<file path="src/common/agrc_map.svh">
// Purpose: Offsets, field positions, reset values and constants of the gain/rate and
//          calibration register group.
// Assumes: AXI4-Lite slave, 32-bit data, one register per aligned word.
// Notes:   Printed offsets are indexes; the byte address is four times the index.
`ifndef AGRC_MAP_SVH
`define AGRC_MAP_SVH
`define AGRC_IDX_GAIN_RATE      4'h3
`define AGRC_IDX_OFS_LOW        4'h4
`define AGRC_IDX_OFS_MID        4'h5
`define AGRC_IDX_OFS_HIGH       4'h6
`define AGRC_IDX_FS_LOW         4'h7
`define AGRC_IDX_FS_MID         4'h8
`define AGRC_IDX_FS_HIGH        4'h9
`define AGRC_IDX_REV            4'ha
`define AGRC_IDX_MONITOR        4'hb
`define AGRC_GAIN_RATE_RST      8'h00
`define AGRC_GAIN_RATE_WMASK    8'h7f
`define AGRC_REV_WMASK          8'h08
`define AGRC_GAIN_LSB           4
`define AGRC_RDY_SEL_BIT        3
`define AGRC_FS_UNITY           24'h400000
`define AGRC_FS_SHIFT           22
`define AGRC_MON_GAIN_CAL       3'h2
`define AGRC_MON_TEMP           3'h3
`define AGRC_RESP_OKAY          2'h0
`define AGRC_RESP_SLVERR        2'h2
`endif

</file>
<file path="src/common/agrc_pkg.sv">
// Purpose: Types shared by the calibration register group.
// Assumes: Constants live in agrc_map.svh.
// Notes:   Rate enumeration is in samples per second order.
package agrc_pkg;
  typedef logic [2:0] agrc_gain_t;
  typedef logic [3:0] agrc_rate_t;
  typedef logic [23:0] agrc_coef_t;
  typedef enum logic [2:0] {
    AGRC_RD_IDLE = 3'h1,
    AGRC_RD_RESP = 3'h2,
    AGRC_RD_HOLD = 3'h4
  } agrc_rd_state_t;
endpackage

</file>
<file path="src/common/agrc_cal_if.sv">
// Purpose: Carries a conversion through the calibration datapath.
// Assumes: One clock shared by both ends.
// Notes:   Coefficient fields come straight from the register file.
`timescale 1ns/1ns
interface agrc_cal_if;
  logic        raw_valid;
  logic [23:0] raw_data;
  logic [23:0] offset_coeff;
  logic [23:0] full_scale_coeff;
  logic        cal_valid;
  logic [23:0] cal_data;
  modport regs (output raw_valid, raw_data, offset_coeff, full_scale_coeff,
                input cal_valid, cal_data);
  modport dp   (input raw_valid, raw_data, offset_coeff, full_scale_coeff,
                output cal_valid, cal_data);
endinterface

</file>
<file path="src/core/agrc_regs.sv">
// Purpose: Gain/rate, offset, full-scale and revision registers behind AXI4-Lite,
//          with the calibration datapath attached.
// Assumes: Register index times four is the byte address; only strobe lane 0 matters.
// Notes:   Unmapped addresses read zero and answer SLVERR.
//
// Chosen here: the AXI4-Lite slave port.
`timescale 1ns/1ns
`include "agrc_map.svh"
module agrc_regs
  import agrc_pkg::*;
#(
  parameter logic [3:0]      REVISION = 4'h5, // Arbitrary value
  parameter logic [8*24-1:0] TRIM     = {8{24'h400000}}
) (
  // Clock and reset
  input  wire logic        aclk,
  input  wire logic        aresetn,
  // AXI4-Lite write address
  input  wire logic [31:0] s_axi_awaddr,
  input  wire logic        s_axi_awvalid,
  output logic             s_axi_awready,
  // AXI4-Lite write data
  input  wire logic [31:0] s_axi_wdata,
  input  wire logic [3:0]  s_axi_wstrb,
  input  wire logic        s_axi_wvalid,
  output logic             s_axi_wready,
  // AXI4-Lite write response
  output logic [1:0]       s_axi_bresp,
  output logic             s_axi_bvalid,
  input  wire logic        s_axi_bready,
  // AXI4-Lite read
  input  wire logic [31:0] s_axi_araddr,
  input  wire logic        s_axi_arvalid,
  output logic             s_axi_arready,
  output logic [31:0]      s_axi_rdata,
  output logic [1:0]       s_axi_rresp,
  output logic             s_axi_rvalid,
  input  wire logic        s_axi_rready,
  // Conversion path
  input  wire logic        raw_valid,
  input  wire logic [23:0] raw_data,
  output logic             cal_valid,
  output logic [23:0]      cal_data,
  // Front end control
  output agrc_gain_t       amp_gain_code,
  output agrc_rate_t       output_rate_code,
  output logic             ready_signal_select
);
  logic [7:0]     gain_rate_ff;
  agrc_coef_t     offset_coeff_ff;
  agrc_coef_t     full_scale_coeff_ff;
  logic           ready_sel_ff;
  logic [2:0]     monitor_select_ff;
  logic           reload_ff;
  agrc_coef_t     trim_ff;
  logic [31:0]    awaddr_ff;
  logic [31:0]    wdata_ff;
  logic [3:0]     wstrb_ff;
  logic           aw_held_ff;
  logic           w_held_ff;
  logic           bvalid_ff;
  logic [1:0]     bresp_ff;
  agrc_rd_state_t rd_state_ff;
  logic [31:0]    rdata_ff;
  logic [1:0]     rresp_ff;
  logic           wr_fire;
  logic [3:0]     wr_idx;
  logic [7:0]     wr_byte;
  logic           wr_lane0;
  logic [7:0]     nxt_gain_rate;
  agrc_gain_t     trim_gain;

  agrc_cal_if cal ();

  // Word index from a byte address; upper bits must be zero to hit
  function automatic logic [4:0] idx_of(input logic [31:0] addr);
    if (addr[31:6] != 26'h0 || addr[1:0] != 2'h0) begin
      return 5'h10;
    end else begin
      return {1'b0, addr[5:2]};
    end
  endfunction

  // Mapped index test used by the write decode and the write response
  function automatic logic is_mapped(input logic [4:0] idx);
    return (idx >= {1'b0, `AGRC_IDX_GAIN_RATE}) && (idx <= {1'b0, `AGRC_IDX_MONITOR});
  endfunction

  // Write channels are taken independently and held until both are present
  assign s_axi_awready = !aw_held_ff && !bvalid_ff;
  assign s_axi_wready  = !w_held_ff && !bvalid_ff;
  assign wr_fire  = aw_held_ff && w_held_ff && !bvalid_ff;
  assign wr_idx   = awaddr_ff[5:2];
  assign wr_byte  = wdata_ff[7:0];
  assign wr_lane0 = wr_fire && wstrb_ff[0] && is_mapped(idx_of(awaddr_ff));

  always_ff @(posedge aclk) begin
    if (!aresetn) begin
      aw_held_ff <= 1'b0;
      awaddr_ff  <= 32'h0;
    end else if (s_axi_awvalid && s_axi_awready) begin
      aw_held_ff <= 1'b1;
      awaddr_ff  <= s_axi_awaddr;
    end else if (wr_fire) begin
      aw_held_ff <= 1'b0;
    end
  end

  always_ff @(posedge aclk) begin
    if (!aresetn) begin
      w_held_ff <= 1'b0;
      wdata_ff  <= 32'h0;
      wstrb_ff  <= 4'h0;
    end else if (s_axi_wvalid && s_axi_wready) begin
      w_held_ff <= 1'b1;
      wdata_ff  <= s_axi_wdata;
      wstrb_ff  <= s_axi_wstrb;
    end else if (wr_fire) begin
      w_held_ff <= 1'b0;
    end
  end

  // Write response, one clock after both channels are in
  always_ff @(posedge aclk) begin
    if (!aresetn) begin
      bvalid_ff <= 1'b0;
      bresp_ff  <= `AGRC_RESP_OKAY;
    end else if (wr_fire) begin
      bvalid_ff <= 1'b1;
      bresp_ff  <= is_mapped(idx_of(awaddr_ff)) ? `AGRC_RESP_OKAY : `AGRC_RESP_SLVERR;
    end else if (s_axi_bready) begin
      bvalid_ff <= 1'b0;
    end
  end
  assign s_axi_bvalid = bvalid_ff;
  assign s_axi_bresp  = bresp_ff;

  // Top bit is reserved and never stored
  assign nxt_gain_rate = wr_byte & `AGRC_GAIN_RATE_WMASK;

  always_ff @(posedge aclk) begin
    if (!aresetn) begin
      gain_rate_ff <= `AGRC_GAIN_RATE_RST;
    end else if (wr_lane0 && wr_idx == `AGRC_IDX_GAIN_RATE) begin
      gain_rate_ff <= nxt_gain_rate;
    end
  end

  // Reload request on reset and on any change of the stored gain code
  always_ff @(posedge aclk) begin
    if (!aresetn) begin
      reload_ff <= 1'b1;
    end else begin
      reload_ff <= wr_lane0 && wr_idx == `AGRC_IDX_GAIN_RATE &&
                   nxt_gain_rate[6:4] != gain_rate_ff[6:4];
    end
  end

  // Look up the code the register holds after this clock, so the trim is
  // ready when the reload lands instead of lagging the gain change
  always_comb begin
    if (wr_lane0 && wr_idx == `AGRC_IDX_GAIN_RATE) begin
      trim_gain = nxt_gain_rate[6:4];
    end else begin
      trim_gain = gain_rate_ff[6:4];
    end
  end

  // Trim is looked up from the programmed code, not the forced one
  agrc_trim_rom #(
    .TRIM      (TRIM)
  ) u_trim (
    .aclk      (aclk),
    .aresetn   (aresetn),
    .gain_code (trim_gain),
    .trim_ff   (trim_ff)
  );

  // Offset bytes, low byte at the lowest index
  always_ff @(posedge aclk) begin
    if (!aresetn) begin
      offset_coeff_ff <= 24'h000000;
    end else if (wr_lane0 && wr_idx == `AGRC_IDX_OFS_LOW) begin
      offset_coeff_ff[7:0] <= wr_byte;
    end else if (wr_lane0 && wr_idx == `AGRC_IDX_OFS_MID) begin
      offset_coeff_ff[15:8] <= wr_byte;
    end else if (wr_lane0 && wr_idx == `AGRC_IDX_OFS_HIGH) begin
      offset_coeff_ff[23:16] <= wr_byte;
    end
  end

  // Full-scale bytes; the trim reload lands the clock after the ROM settles.
  // A host write in that very clock loses to the reload.
  always_ff @(posedge aclk) begin
    if (!aresetn) begin
      full_scale_coeff_ff <= `AGRC_FS_UNITY;
    end else if (reload_ff) begin
      full_scale_coeff_ff <= trim_ff;
    end else if (wr_lane0 && wr_idx == `AGRC_IDX_FS_LOW) begin
      full_scale_coeff_ff[7:0] <= wr_byte;
    end else if (wr_lane0 && wr_idx == `AGRC_IDX_FS_MID) begin
      full_scale_coeff_ff[15:8] <= wr_byte;
    end else if (wr_lane0 && wr_idx == `AGRC_IDX_FS_HIGH) begin
      full_scale_coeff_ff[23:16] <= wr_byte;
    end
  end

  // Only the ready select is writable; revision and low bits stay fixed
  always_ff @(posedge aclk) begin
    if (!aresetn) begin
      ready_sel_ff <= 1'b0;
    end else if (wr_lane0 && wr_idx == `AGRC_IDX_REV) begin
      ready_sel_ff <= wr_byte[`AGRC_RDY_SEL_BIT];
    end
  end

  // Monitor select copy, since the multiplexer register sits elsewhere
  always_ff @(posedge aclk) begin
    if (!aresetn) begin
      monitor_select_ff <= 3'h0;
    end else if (wr_lane0 && wr_idx == `AGRC_IDX_MONITOR) begin
      monitor_select_ff <= wr_byte[2:0];
    end
  end

  // Calibration monitors force unity gain; the stored code is kept
  always_comb begin
    if (monitor_select_ff == `AGRC_MON_GAIN_CAL || monitor_select_ff == `AGRC_MON_TEMP) begin
      amp_gain_code = 3'h0;
    end else begin
      amp_gain_code = gain_rate_ff[6:4];
    end
  end
  assign output_rate_code    = gain_rate_ff[3:0];
  assign ready_signal_select = ready_sel_ff;

  // Read machine: take address, present data, hold until accepted
  always_ff @(posedge aclk) begin
    if (!aresetn) begin
      rd_state_ff <= AGRC_RD_IDLE;
    end else begin
      case (rd_state_ff)
        AGRC_RD_IDLE: begin
          if (s_axi_arvalid) begin
            rd_state_ff <= AGRC_RD_RESP;
          end
        end
        AGRC_RD_RESP: begin
          rd_state_ff <= s_axi_rready ? AGRC_RD_IDLE : AGRC_RD_HOLD;
        end
        AGRC_RD_HOLD: begin
          if (s_axi_rready) begin
            rd_state_ff <= AGRC_RD_IDLE;
          end
        end
        default: begin
          rd_state_ff <= AGRC_RD_IDLE;
        end
      endcase
    end
  end
  assign s_axi_arready = (rd_state_ff == AGRC_RD_IDLE);
  assign s_axi_rvalid  = (rd_state_ff == AGRC_RD_RESP) || (rd_state_ff == AGRC_RD_HOLD);

  // Read data captured with the address; reserved bits return zero
  always_ff @(posedge aclk) begin
    if (!aresetn) begin
      rdata_ff <= 32'h0;
      rresp_ff <= `AGRC_RESP_OKAY;
    end else if (s_axi_arvalid && s_axi_arready) begin
      rresp_ff <= `AGRC_RESP_OKAY;
      if (idx_of(s_axi_araddr) == {1'b0, `AGRC_IDX_GAIN_RATE}) begin
        rdata_ff <= {24'h0, gain_rate_ff};
      end else if (idx_of(s_axi_araddr) == {1'b0, `AGRC_IDX_OFS_LOW}) begin
        rdata_ff <= {24'h0, offset_coeff_ff[7:0]};
      end else if (idx_of(s_axi_araddr) == {1'b0, `AGRC_IDX_OFS_MID}) begin
        rdata_ff <= {24'h0, offset_coeff_ff[15:8]};
      end else if (idx_of(s_axi_araddr) == {1'b0, `AGRC_IDX_OFS_HIGH}) begin
        rdata_ff <= {24'h0, offset_coeff_ff[23:16]};
      end else if (idx_of(s_axi_araddr) == {1'b0, `AGRC_IDX_FS_LOW}) begin
        rdata_ff <= {24'h0, full_scale_coeff_ff[7:0]};
      end else if (idx_of(s_axi_araddr) == {1'b0, `AGRC_IDX_FS_MID}) begin
        rdata_ff <= {24'h0, full_scale_coeff_ff[15:8]};
      end else if (idx_of(s_axi_araddr) == {1'b0, `AGRC_IDX_FS_HIGH}) begin
        rdata_ff <= {24'h0, full_scale_coeff_ff[23:16]};
      end else if (idx_of(s_axi_araddr) == {1'b0, `AGRC_IDX_REV}) begin
        rdata_ff <= {24'h0, REVISION, ready_sel_ff, 3'h0};
      end else if (idx_of(s_axi_araddr) == {1'b0, `AGRC_IDX_MONITOR}) begin
        rdata_ff <= {29'h0, monitor_select_ff};
      end else begin
        rdata_ff <= 32'h0;
        rresp_ff <= `AGRC_RESP_SLVERR;
      end
    end
  end
  assign s_axi_rdata = rdata_ff;
  assign s_axi_rresp = rresp_ff;

  // Datapath hookup
  assign cal.raw_valid        = raw_valid;
  assign cal.raw_data         = raw_data;
  assign cal.offset_coeff     = offset_coeff_ff;
  assign cal.full_scale_coeff = full_scale_coeff_ff;
  assign cal_valid            = cal.cal_valid;
  assign cal_data             = cal.cal_data;

  agrc_cal_dp u_dp (
    .aclk    (aclk),
    .aresetn (aresetn),
    .cal     (cal)
  );
endmodule

</file>
<file path="src/core/agrc_trim_rom.sv">
// Purpose: Factory full-scale trim for each gain code, registered read.
// Assumes: Trim values are parameters; defaults are plain unity.
// Notes:   Read data appear one clock after the code.
`timescale 1ns/1ns
module agrc_trim_rom
  import agrc_pkg::*;
#(
  parameter logic [8*24-1:0] TRIM = {8{24'h400000}}
) (
  // Clock and reset
  input  wire logic aclk,
  input  wire logic aresetn,
  // Lookup
  input  wire agrc_gain_t gain_code,
  output agrc_coef_t      trim_ff
);
  // Registered lookup keeps the reload path short
  always_ff @(posedge aclk) begin
    if (!aresetn) begin
      // Gain code is zero after reset, so the reset reload finds its trim here
      trim_ff <= TRIM[23:0];
    end else begin
      trim_ff <= TRIM[gain_code*24 +: 24];
    end
  end
endmodule

</file>
<file path="src/core/agrc_cal_dp.sv">
// Purpose: Offset subtraction and full-scale scaling of each conversion.
// Assumes: Raw data and offset are two's complement 24-bit.
// Notes:   Result saturates to the 24-bit range; latency is one clock.
`timescale 1ns/1ns
`include "agrc_map.svh"
module agrc_cal_dp
  import agrc_pkg::*;
(
  // Clock and reset
  input  wire logic aclk,
  input  wire logic aresetn,
  // Datapath
  agrc_cal_if.dp    cal
);
  logic signed [24:0] diff;
  logic signed [49:0] prod;
  logic signed [49:0] scaled;

  // Offset first, then scale by coefficient over unity
  always_comb begin
    diff   = $signed({cal.raw_data[23], cal.raw_data}) -
             $signed({cal.offset_coeff[23], cal.offset_coeff});
    prod   = 50'(diff) * $signed({1'b0, cal.full_scale_coeff});
    scaled = prod >>> `AGRC_FS_SHIFT;
  end

  // Saturate rather than wrap so a large gain trim cannot flip the sign
  always_ff @(posedge aclk) begin
    if (!aresetn) begin
      cal.cal_valid <= 1'b0;
      cal.cal_data  <= 24'h000000;
    end else begin
      cal.cal_valid <= cal.raw_valid;
      if (cal.raw_valid) begin
        if (scaled > 50'sh7fffff) begin
          cal.cal_data <= 24'h7fffff;
        end else if (scaled < -50'sh800000) begin
          cal.cal_data <= 24'h800000;
        end else begin
          cal.cal_data <= scaled[23:0];
        end
      end
    end
  end
endmodule

</file>
<file path="config.mk">
export PLATFORM = sky130hd
export DESIGN_NAME = agrc_regs
export DESIGN_NICKNAME = d
export VERILOG_FILES = /design/src/common/agrc_pkg.sv /design/src/common/agrc_cal_if.sv /design/src/core/agrc_regs.sv /design/src/core/agrc_trim_rom.sv /design/src/core/agrc_cal_dp.sv
export VERILOG_INCLUDE_DIRS = /design/src /design/src/common
export SDC_FILE = /design/constraint.sdc
export NUM_CORES = 2
export LEC_CHECK = 0
export BUFFER_PORTS_ARGS = -buffer_cell sky130_fd_sc_hd__buf_2
export CAP_MARGIN = 20
export CORE_UTILIZATION = 64
export CTS_CLUSTER_SIZE = 8
export DETAILED_ROUTE_END_ITERATION = 16
export GPL_TIMING_DRIVEN = 0
export PLACE_DENSITY_LB_ADDON = 0.1
export SYNTH_ARGS = -nofsm -noshare
export SYNTH_HDL_FRONTEND = slang
export SYNTH_SLANG_ARGS = --single-unit
export TNS_END_PERCENT = 30
</file>
<file path="constraint.sdc">
create_clock -name aclk -period 11.1 [get_ports aclk]
set_clock_uncertainty 0.1 [all_clocks]
set_input_delay 0 -clock aclk [delete_from_list [all_inputs] [get_ports aclk]]
set_output_delay 0 -clock aclk [all_outputs]
set_load 0.005 [all_outputs]
</file>
==> results.md <==
* Layout Nets at 4654
* Total congestion overflow at 0
* Psw at about 680 µW
* Global-route wire length before repair at around 150000 µm
* Reg clk slew, reported paths at approximately 80 ps
* Least-Margin Pin Slew at roughly 1100 ps
* Finished Core Util at 72.23%
* CTS tree: yes
* Synth Instances at 3453
* DP Wirelength at 78520 µm
* Status: complete, no violations
* Comb pwr share at 32.0%
* Max-cap check violation count at 0
* CP Launch Type: flip-flop
* Gp weighted congestion at 0.9969
* Crit Path Category: flip-flop to flip-flop
* Area of the die at 48040 µm²
* Flop2flop setup slack at 230 ps
* Setup violations, final at 0
* Post-DP Area at 31790 µm²
* Slew Viols, Final at 0
* Main synth FF type: dfxtp_1
* Remaining DRCs at 0
* Largest net degree at the start of global routing at 20
* Die W at 219.2 µm
* Starting Density at around two thirds
* Final Cycle Share at a little over nine tenths
* Die height at 219.2 µm
* CTS sink count at 142
* CP endpoint kind: flip-flop
* Seq cells post-synth at around 140
* Core Box Area at 46560 µm²
* I/O pins at 206
* Slew headroom at 26.87%
* Final Critical Period at 10870 ps
* EDFF count, synth at 0
* Final ANT Viol Nets at 0
* Leakage at 16.68 nW
* Drt via density at 5.830
* CP required at between 10000 and 15000 ps
* Internal at 1.027 mW
* CP max FO at 10
* Area occupied by multi-input gates at 24150 µm²
* Critical Path Slowest Stage Cell: fa_1
* Syn Std Cell Area at 30190 µm²
* Class of the worst hold path: primary input to flip-flop
* Area Growth Syn to Fin at 11.40%
* Final hold violation count at 0
* Power share of the sequential group at 32.0%
* Commonest cells after routing, fill and taps aside: inv_1 (687), fa_1 (620), nand2_1 (492), and2_1 (271), ha_1 (164)
* Number of buffers created by CTS at 17
* Hold_ws at between 20 and 30 ps
* Vias in the first global route at roughly 27000
* WL/cell at around 23 µm
* Worst path arrival time at 11170 ps
* # fillers at roughly 3600
* Switch share at 39.85%
* Initial antenna violation count at 4
* YS warnings at 0
* CP max stage delay at 560 ps
* H-tree levels at 4
* F_max at 92.02 MHz
* Total Routing Usage GR at ~43%
* Design Area, Final at between 30000 and 40000 µm²
* Drt pass-1 iters at 8
* Root Buffer: clkbuf_16
* Post-Route WL at 98560 µm
* Share of cells above drive strength 1 at 9.581%
* Initial DRC Count at 2447
* Most used cell, CP: fa_1
* Yosys cell types at 80
* FF+latch area at 2843 µm²
* Number of port buffers at 150
* Clock network fraction of total power at between 30% and 40%
* Row Count at 79
* PwrDens at around 51 nW/µm²
* Clock Path Buffers at 2
* Avg Synthesized Cell Area at 8.742 µm²
* Worst VDD drop at ~0.12 mV
* Seq/Total Area, Yosys at 9.418%
* Vias at roughly 25000
* Commonest non-fill, non-tap cell in the layout: inv_1
* Fraction of registers with async set or reset after synthesis at 0%
* Worst skew pair latency at 470 ps
per-layer routing:
layer  share of wire, %  GRT usage (%)
met5                  0              0
met3                 10          10.27
met2                 46          68.09
met1                 37          52.89
met4                6.9          27.62
what timing repair did:
| action | CTS | global route |
|---|---|---|
| endpoints found under the hold margin | 53 | 0 |
| hold buffers | 61 | 0 |
| pin swaps | 3 | 14 |
| buffers inserted | 8 | 18 |
| gates resized for setup | 44 | 73 |
| endpoints found under the setup margin | 24 | 24 |
cells in the mapped netlist (all sizes together) (6+ instances only):
cell	instances	area [µm²]
a22oi	13	102.6
inv	690	2590
and2	271	1695
nand3	63	315.3
dfxtp	142	2843
nor4	15	93.84
xnor2	49	429.2
o22ai	9	56.30
a21o	27	202.7
xor2	24	217.7
buf	42	290.3
nand2	492	1847
ha	165	2064
or2	6	37.54
nor3	17	90.09
a21oi	96	555.5
fa	623	12470
o21ai	87	435.4
a31oi	9	71.32
clkbuf	188	705.7
mux2i	43	430.4
nor2	67	254.0
a21boi	64	480.5
nand4	29	181.4
nand2b	26	162.7
and3	25	156.4
nor2b	77	489.2
a211oi	7	52.55
registers in the layout, indices dropped and copies added, names as in the netlist:
register              flops
u_dp.cal.cal_data        24
reload_ff                 1
monitor_select_ff         3
ready_signal_select       1
rd_state_ff               3
cal.full_scale_coeff     24
s_axi_bresp               1
wstrb_ff                  1
gain_rate_ff              7
s_axi_rresp               1
awaddr_ff                32
wdata_ff                  8
cal.offset_coeff         24
s_axi_rdata               8
u_dp.cal.cal_valid        1
w_held_ff                 1
aw_held_ff                1
s_axi_bvalid              1
stage by stage:
step	power [mW]	TNS [ps]	cells	worst slack (ps)
6_report	1.708	0	4361	233.1
4_1_cts	1.670	0	4336	51.44
2_1_floorplan	0.8378	0	3478	1520
3_3_place_gp	1.022	-30280	4235	-1380
5_1_grt	1.766	-846.8	4359	-128.6
3_5_place_dp	1.035	-33120	4235	-1482
logic make-up (layout without fill, tap and decap cells):
family,after synthesis,in the layout,share of synthesized area [%]
AND/OR/NAND/NOR,1102,1102,18.01
adder cells (fa/ha/maj),793,793,48.32
AO/OA/AOI/OAI,372,372,8.336
buffers and inverters,920,1189,11.88
XOR/XNOR,73,73,2.143
other,1,33,0.01242
multiplexers,50,50,1.874
flip-flops,142,142,9.418
final cells by class:
class	instances	share of cell area, %
Tap cell	607	2.259
Clock inverter	15	0.6288
Timing Repair Buffer	238	4.644
Multi-Input combinational cell	2416	71.83
Buffer	229	3.144
Clock buffer	17	1.265
Antenna cell	7	0.05209
Inverter	690	7.725
Sequential cell	142	8.454
power groups by stage:
stage	combinational, mW	sequential, mW	clock (mW)
floorplan	0.283	0.555	0
global placement	0.466	0.556	0
detailed placement	0.479	0.557	0
CTS	0.509	0.545	0.617
global route	0.578	0.548	0.639
finish	0.546	0.546	0.616
worst max-delay path: cells and delay by family, from the launching register on:
family | cells | cell delay (ps)
flip-flops | 1 | 460
XOR/XNOR | 2 | 570
AND/OR/NAND/NOR | 8 | 1440
buffers and inverters | 8 | 1250
AO/OA/AOI/OAI | 11 | 2620
adder cells (fa/ha/maj) | 9 | 4320
path summary, 6_finish.rpt:
kind / startpoint / end / cells after the start
worst max-delay path: cal.offset_coeff[1] / u_dp.cal.cal_data[0] / 38
worst min-delay path: s_axi_araddr[20] / s_axi_rresp[1] / 5
worst max register to register: cal.offset_coeff[1] / u_dp.cal.cal_data[0] / 38
worst min register to register: cal.offset_coeff[13] / cal.offset_coeff[13] / 2
No activity file was read; power rests on OpenSTA's default activity.
